### src/logic/bou_defines.svh
// Encoding constants and timing counts for the bit-operation unit
`ifndef BOU_DEFINES_SVH
`define BOU_DEFINES_SVH
`define BOU_GROUP_HI         13
`define BOU_GROUP_LO         12
`define BOU_GROUP_BITOP      2'h1
`define BOU_OP_HI            11
`define BOU_OP_LO            10
`define BOU_OP_CLEAR         2'h0
`define BOU_OP_SET           2'h1
`define BOU_OP_SKIP_ZERO     2'h2
`define BOU_OP_SKIP_ONE      2'h3
`define BOU_BIT_HI           9
`define BOU_BIT_LO           7
`define BOU_ADDR_HI          6
`define BOU_ADDR_LO          0
`define BOU_NOP_WORD         14'h0000
`define BOU_SKIP_CYCLES      2
`endif

### src/logic/bou_pkg.sv
// Types shared by the bit-operation unit
package bou_pkg;
    typedef logic [13:0] bou_word_type;
    typedef logic [6:0]  bou_addr_type;
    typedef logic [7:0]  bou_data_type;
    typedef struct packed {
        logic         we;
        bou_addr_type addr;
        bou_data_type data;
    } bou_wr_type;
    typedef struct packed {
        logic         valid;
        logic         skip;
        logic         busy;
    } bou_stat_type;
    typedef enum logic [1:0] {
        BOU_ST_RUN   = 2'b01,
        BOU_ST_FLUSH = 2'b10
    } bou_state_type;
endpackage : bou_pkg

### src/logic/bou_bit_alu.sv
// Bit clear/set/test datapath on one register byte
`timescale 1ns/1ns
`include "bou_defines.svh"
module bou_bit_alu (
    input  wire logic [1:0] op,      // Bit operation selector
    input  wire logic [2:0] bit_sel, // Bit index
    input  wire logic [7:0] din,     // Register operand
    output logic      [7:0] dout,    // Modified byte
    output logic            bit_val  // Selected bit value
);
    logic [7:0] mask;
    always_comb begin
        mask    = 8'h01 << bit_sel;
        bit_val = |(din & mask);
        case (op)
            `BOU_OP_CLEAR: dout = din & ~mask;
            `BOU_OP_SET:   dout = din | mask;
            default:       dout = din;
        endcase
    end
endmodule : bou_bit_alu

### src/logic/bou_unit.sv
// Decode and execute unit for the four single-bit instructions
`timescale 1ns/1ns
`include "bou_defines.svh"
module bou_unit (
    input  wire logic                 clk,        // Instruction clock, 100 MHz
    input  wire logic                 rst_n,      // Synchronous reset, active low
    input  wire logic                 ce,         // Clock enable, freezes state when low
    input  wire logic                 instr_valid, // Instruction word present
    input  bou_pkg::bou_word_type     instr,      // Instruction word in execute
    input  bou_pkg::bou_data_type     rd_data,    // Register file data at addressed location
    output bou_pkg::bou_addr_type     rd_addr,    // Register file read address (registered)
    output bou_pkg::bou_wr_type       wr,         // Register file write port
    output bou_pkg::bou_stat_type     stat,       // Execution status
    output bou_pkg::bou_word_type     exec_word   // Word actually executed (no-op on flush)
);
    import bou_pkg::*;

    bou_state_type state_reg, state_next;
    bou_wr_type    wr_reg, wr_next;
    bou_stat_type  stat_reg, stat_next;
    bou_addr_type  rd_addr_reg, rd_addr_next;
    bou_word_type  exec_reg, exec_next;

    logic [1:0]   op;
    logic         is_bitop;
    bou_data_type alu_out;
    logic         bit_val;

    assign is_bitop = instr_valid && (instr[`BOU_GROUP_HI:`BOU_GROUP_LO] == `BOU_GROUP_BITOP);
    assign op       = instr[`BOU_OP_HI:`BOU_OP_LO];

    bou_bit_alu u_alu (
        .op      (op),
        .bit_sel (instr[`BOU_BIT_HI:`BOU_BIT_LO]),
        .din     (rd_data),
        .dout    (alu_out),
        .bit_val (bit_val)
    );

    always_comb begin
        state_next   = state_reg;
        wr_next      = '0;
        stat_next    = '0;
        rd_addr_next = instr[`BOU_ADDR_HI:`BOU_ADDR_LO];
        exec_next    = instr;
        case (state_reg)
            BOU_ST_RUN: begin
                if (is_bitop) begin
                    stat_next.valid = 1'b1;
                    case (op)
                        `BOU_OP_CLEAR, `BOU_OP_SET: begin
                            // Write-back of the one byte only; no flag update path exists
                            wr_next.we   = 1'b1;
                            wr_next.addr = instr[`BOU_ADDR_HI:`BOU_ADDR_LO];
                            wr_next.data = alu_out;
                        end
                        `BOU_OP_SKIP_ZERO: begin
                            if (!bit_val) begin
                                stat_next.skip = 1'b1;
                                stat_next.busy = 1'b1;
                                state_next     = BOU_ST_FLUSH;
                            end
                        end
                        default: begin
                            if (bit_val) begin
                                stat_next.skip = 1'b1;
                                stat_next.busy = 1'b1;
                                state_next     = BOU_ST_FLUSH;
                            end
                        end
                    endcase
                end
            end
            BOU_ST_FLUSH: begin
                // Prefetched word is dropped; second cycle is a no-op
                exec_next  = `BOU_NOP_WORD;
                state_next = BOU_ST_RUN;
            end
            default: state_next = BOU_ST_RUN;
        endcase
    end

    always_ff @(posedge clk) begin
        if (!rst_n) begin
            state_reg   <= BOU_ST_RUN;
            wr_reg      <= '0;
            stat_reg    <= '0;
            rd_addr_reg <= '0;
            exec_reg    <= `BOU_NOP_WORD;
        end else if (ce) begin
            state_reg   <= state_next;
            wr_reg      <= wr_next;
            stat_reg    <= stat_next;
            rd_addr_reg <= rd_addr_next;
            exec_reg    <= exec_next;
        end
    end

    assign wr        = wr_reg;
    assign stat      = stat_reg;
    assign rd_addr   = rd_addr_reg;
    assign exec_word = exec_reg;
endmodule : bou_unit

### config.mk
export PLATFORM = sky130hd
export DESIGN_NAME = bou_unit
export DESIGN_NICKNAME = d
export VERILOG_FILES = /design/src/logic/bou_pkg.sv /design/src/logic/bou_bit_alu.sv /design/src/logic/bou_unit.sv
export VERILOG_INCLUDE_DIRS = /design/src /design/src/logic
export SDC_FILE = /design/constraint.sdc
export NUM_CORES = 1
export LEC_CHECK = 0
export BUFFER_PORTS_ARGS = -buffer_cell sky130_fd_sc_hd__clkbuf_2
export CAP_MARGIN = 0
export CORE_ASPECT_RATIO = 2
export CORE_MARGIN = 10
export CORE_UTILIZATION = 49
export DETAILED_ROUTE_END_ITERATION = 10
export GPL_TIMING_DRIVEN = 0
export PLACE_DENSITY_LB_ADDON = 0.25
export SYNTH_ARGS = -nofsm -noshare
export SYNTH_HDL_FRONTEND = slang
export SYNTH_SLANG_ARGS = --single-unit
### constraint.sdc
create_clock -name clk -period 1.8 [get_ports clk]
set_input_delay 0.09 -clock clk [delete_from_list [all_inputs] [get_ports clk]]
set_output_delay 0.09 -clock clk [all_outputs]
set_load 0.01 [all_outputs]
# Yosys cells after proc, flatten, opt, wreduce, memory -nomap -nowiden
# Index checks and enable logic that the tools add are counted.
dict set report word_totals {
  register_bits 42
  inputBits 26
  output_inout_bits 40
  wordCells 43
}
dict set report op_classes {
  eq_ne 9
  shifts 1
  mux 15
  bitwise_logic 4
  reduce_logical 5
}
# operator count
set op_table {}
lappend op_table {{2-to-1 mux 16 bit} 3}
lappend op_table {{bitwise AND 8 bit} 2}
lappend op_table {{case mux 8 bit (2 select lines)} 1}
lappend op_table {{2-to-1 mux 14 bit} 1}
lappend op_table {{2-to-1 mux 2 bit} 6}
lappend op_table {{NOT 8 bit} 1}
lappend op_table {{bitwise OR 8 bit} 1}
lappend op_table {{case mux 2 bit (2 select lines)} 2}
lappend op_table {{OR reduction 8 bit} 1}
lappend op_table {{left shift 1 x 3 -> 8 bit, first input constant} 1}
lappend op_table {{== test 2 x 1 -> 1 bit, second input constant} 3}
lappend op_table {{2-to-1 mux 3 bit} 2}
lappend op_table {{AND reduction 5 bit} 1}
lappend op_table {{== test 2 bit, second input constant} 2}
lappend op_table {{inequality test 2 bit, second input constant} 2}
lappend op_table {{inequality test 3 x 2 -> 1 bit, second input constant} 1}
lappend op_table {{inequality test 3 bit, second input constant} 1}
lappend op_table {{zero test 2 bit} 1}
lappend op_table {{OR reduction 2 bit} 1}
lappend op_table {{logical AND 1 bit} 1}

# Logic depth before layout (Yosys ltp)
dict set report depth {
  ltp_word 7
  ltp_mapped 6
  ltp_nobuf 4
}

# Hierarchy
# Synthesis repeated with hierarchy kept, for this count alone.
dict set report unflattened {
  cells_unflattened 199
  area_unflattened_um2 1989.4
}
# module instances cells_per_inst area_per_inst_um2 seq_area_each_um2
set modules_own_cells {}
lappend modules_own_cells {bou_unit 1 177 1731.7 820.8}
lappend modules_own_cells {bou_bit_alu 1 22 257.7 0.0}

# Worst setup path before layout
# Ideal clock, no wire load.
dict set report synth_timing {
  path_kind {input to register}
  from {input port instr[7]}
  to {register state_reg[0]}
  setup_ns 0.076
  arrival_time_ns 1.247
  required_time_ns 1.724
  setup_slack_ns 0.477
  stages 5
  n_path_buf 1
  cell_sequence {buf_6 mux4_2 mux2i_1 mux2i_1 a21boi_0}
}
dict set report synth_between {
  elab_chain_len 5
  elab_cells_between_ends 6
  cone_classes {eq/ne: 2; shift: 1; bitwise: 1; reduce/logical: 2}
}
# element line
set synth_rtl {}
lappend synth_rtl {{start: declaration} bou_unit.sv:9} ;# input bou_pkg::bou_word_type instr,
lappend synth_rtl {{left shift 1 x 3 -> 8 bit (*)} bou_bit_alu.sv:13} ;# mask = 8'h01 << bit_sel;
lappend synth_rtl {{bitwise AND 8 bit (*)} bou_bit_alu.sv:14} ;# bit_val = |(din & mask);
lappend synth_rtl {{OR reduction 8 bit (*)} bou_bit_alu.sv:14}
lappend synth_rtl {{inequality test 3 bit (no line) / inequality test 3 x 2 -> 1 bit (equally long branches)} -}
lappend synth_rtl {{AND reduction 5 bit (no line) (*)} -}
lappend synth_rtl {{end signal: assignment} bou_unit.sv:91} ;# state_reg <= state_next;
lappend synth_rtl {{end: declaration} bou_unit.sv:18} ;# bou_state_type state_reg, state_next;
# Mark *: on every way between the ends. The rest lies on a longest branch, timed or not.
# A chain may end at the register's enable or synchronous reset.

# Final worst setup path
dict set report layout_timing {
  from {register state_reg[0]}
  to {register wr_reg, in the netlist wr[2]}
}
dict set report layout_between {
  elab_chain_len 2
}
# element line
set layout_rtl {}
lappend layout_rtl {{== test 2 x 1 -> 1 bit} bou_unit.sv:46} ;# case (state_reg)
lappend layout_rtl {{2-to-1 mux 16 bit} bou_unit.sv:46}
lappend layout_rtl {{end signal: assignment} bou_unit.sv:92} ;# wr_reg <= wr_next;
lappend layout_rtl {{end: declaration} bou_unit.sv:19} ;# bou_wr_type wr_reg, wr_next;
# Every way passes these cells.

==> Flow_metrics.wiki <==
{| class="wikitable"
! Metric !! Value
|-
| Unrepaired setup endpoints after global routing || false
|-
| CTS sink cnt || 41
|-
| DIE HEIGHT || 106 µm
|-
| Post-Route Utilization || 0.629
|-
| Crit start category || register
|-
| Worst hold-check slack || 61.0 ps
|-
| Mapped Area || 0.00181 mm²
|-
| Maximum number of buffers from clock root to sink || 2
|-
| Antenna violations before repair || 0
|-
| Syn_area_per_cell || 9.23 µm²
|-
| Run status || finished clean
|-
| Die area || 0.00667 mm²
|-
| Initial core utilization || 0.502
|-
| Final routed wire length divided by cell count || 15.8 µm
|-
| Pin count of the biggest net entering global routing || 13
|-
| Ranking of synthesized cells by area || dfxtp_1 45%, a21boi_0 9.1%, nand2_1 7.3%, o2bb2ai_1 7.3%, and2_1 5.2%
|-
| Clk Tree Root Cell || clkbuf_8
|-
| Power consumption || approximately 1.8 mW
|-
| Actual slew at the worst max-slew pin || 611 ps
|-
| Peak supply drop || 0.000709 V
|-
| Number of nets in the final layout || 292
|-
| R2R Setup Slk || 250 ps
|-
| Critical-path maximum fanout || 9
|-
| Part of the power in combinational logic || 0.129
|-
| Placed instance area || ~0.0022 mm²
|-
| Post-synthesis cell count || ~200
|-
| CTS tree || yes
|-
| Cell taking the most area after synthesis || dfxtp_1
|-
| Routed via count divided by cell count || about 5.1
|-
| Arrival time at the worst endpoint || 1770 ps
|-
| Internal || 1.31 mW
|-
| Final worst-path cycle share || 0.863
|-
| Buffers on Ports || 63
|-
| Area of the core || 0.00361 mm²
|-
| Chip width || 63.0 µm
|-
| Leak || 0.981 nW
|-
| Sequential Power Share || 0.543
|-
| Htree depth || 2
|-
| Clock-pin slew of the registers on the worst-case setup and hold paths || ~80 ps
|-
| Maximum Capacitance Violations || 0
|-
| Cell row count || 31
|-
| Clock power frac || 0.328
|-
| Number of DRC violations after detailed-routing iteration 0 || 87
|-
| Minimum period implied by the final worst setup slack || 1550 ps
|-
| Power per Cell Area || around 770 mW/mm²
|-
| Ys Warns || 0
|-
| Vias in the first global route || 1686
|-
| Endpoints failing hold || 0
|-
| Count of distinct cell types in the synthesized netlist || 26
|-
| Total of hold buffers inserted after clock tree synthesis || 0
|-
| Final-layout setup total negative slack || 0 ps
|-
| Commonest cells after routing, fill and taps aside || 63 x clkbuf_2, 41 x dfxtp_1, 35 x nand2_1
|-
| Required time of the critical path || 2020 ps
|-
| Pre-antenna DRT Iters || 4
|-
| Number of nets with antenna violations after routing || 0
|-
| Sw Ratio || 0.254
|-
| Count of instances resized after the clock tree is built || 0
|-
| Net Sw Power || 0.446 mW
|-
| Max-slew headroom at the worst pin || 0.591
|-
| Final standard cell area without fillers || 0.00227 mm²
|-
| Register area share after synthesis || 0.454
|-
| Wire length of the first global-routing pass || ~8.5 mm
|-
| Remaining DRCs || 0
|-
| Proportion of layout cells with a drive suffix above 1 || 0.318
|-
| Total of flip-flops plus latches after synthesis || 41
|-
| Mapped Nets || 222
|-
| CTS buffer count || 5
|-
| Start-to-end type of the worst setup path || reg2reg
|-
| Synthesis-to-layout area growth || 25.4%
|-
| # setup viols final || 0
|-
| Most frequent standard cell in the layout excluding fill and tap cells || clkbuf_2
|-
| Post-CTS repair timing setup buffer count || 0
|-
| Skew-Pair Late Insertion Delay || about 290 ps
|-
| HPWL Detailed || 3.92 mm
|-
| Slew Viols, Final || 0
|-
| WL final || 4.99 mm
|-
| GRT Overall Usage || 0.155
|-
| Skew final || around 9.6 ps
|-
| Post-synth top area share || 0.454
|-
| Critical Path End Type || register
|-
| Max FFs per register || 16
|-
| Ports placed on the boundary || 66
|-
| Routed via count || around 1600
|-
| Class of the most critical hold timing path || in2reg
|-
| Placer Congestion || 0.800
|-
| Antenna diode count || 0
|-
| Total global routing overflow || 0
|-
| Max Clock Freq || between 600 and 700 MHz
|}
-- path summary, 6_finish.rpt --
kind | from | end | cells past startpoint
setup / recovery | state_reg[0] | wr[2] | 4
hold / removal | instr[13] | exec_word[13] | 3
setup reg to reg | state_reg[0] | wr[2] | 4
hold reg to reg | stat[1] | stat[1] | 2
-- synth_stat cells --
| master | count |
|---|---|
| or3_1 | 1 |
| a21oi_1 | 1 |
| inv_1 | 2 |
| nor3_1 | 2 |
| buf_4 | 1 |
| nand4b_1 | 1 |
| mux2_2 | 8 |
| clkbuf_1 | 11 |
| nor3_2 | 1 |
| mux2i_1 | 3 |
| nand2b_1 | 1 |
| and2_1 | 15 |
| nand3b_1 | 3 |
| buf_1 | 3 |
| nor4_1 | 2 |
| nand3_1 | 15 |
| mux4_1 | 1 |
| nand2_1 | 35 |
| dfxtp_1 | 41 |
| nor2b_1 | 4 |
| a21boi_0 | 22 |
| buf_2 | 3 |
| mux4_2 | 1 |
| buf_6 | 1 |
| o2bb2ai_1 | 15 |
| nor3b_1 | 3 |
-- critical path, stage by stage (launching register included) --
cell	delay (ps)
dfxtp_1	360
nand4b_1	240
nor3_2	540
nand3_1	160
a21boi_0	180
-- kinds of logic (layout without fill, tap and decap cells) --
logic type,count (synthesis),count (layout),synth area share
simple gates,83,83,0.234
mux,13,13,0.0934
flops,41,41,0.454
compound gates,38,38,0.167
buf+inv,21,92,0.0519
-- area by class of cell --
| cell class | instances | area [µm²] |
|---|---|---|
| fill | 343 | 1340 |
| multi-input combinational | 134 | 895 |
| sequential | 41 | 821 |
| timing repair buffer | 63 | 315 |
| buffer | 19 | 86.3 |
| clock buffer | 6 | 72.6 |
| tap | 49 | 61.3 |
| clock inverter | 2 | 10.0 |
| inverter | 2 | 7.51 |
-- per-stage QoR --
stage,worst slack (ps),std cells
after floorplan,477,196
after detailed placement,124,308
after global placement,161,308
after CTS,221,316
after global routing,93.1,316
final,246,316
-- power by group through the flow --
stage                     sequential (mW)  clock, mW  combinational [mW]
after global placement              0.973          0               0.227
after global routing                0.956      0.623               0.252
after CTS                           0.953      0.590               0.231
after detailed placement            0.974          0               0.230
final                               0.953      0.575               0.226
after floorplan                     0.986          0               0.121
-- routing by layer --
metal  wire, µm  vias to the layer above  GRT usage
met3        247                        6     0.0421
met4         75                        0     0.0627
met5          0                        -          0
met1       1920                      739      0.157
li1           -                      816          -
met2       2740                       46      0.286
(Power assumes the default switching activity.)
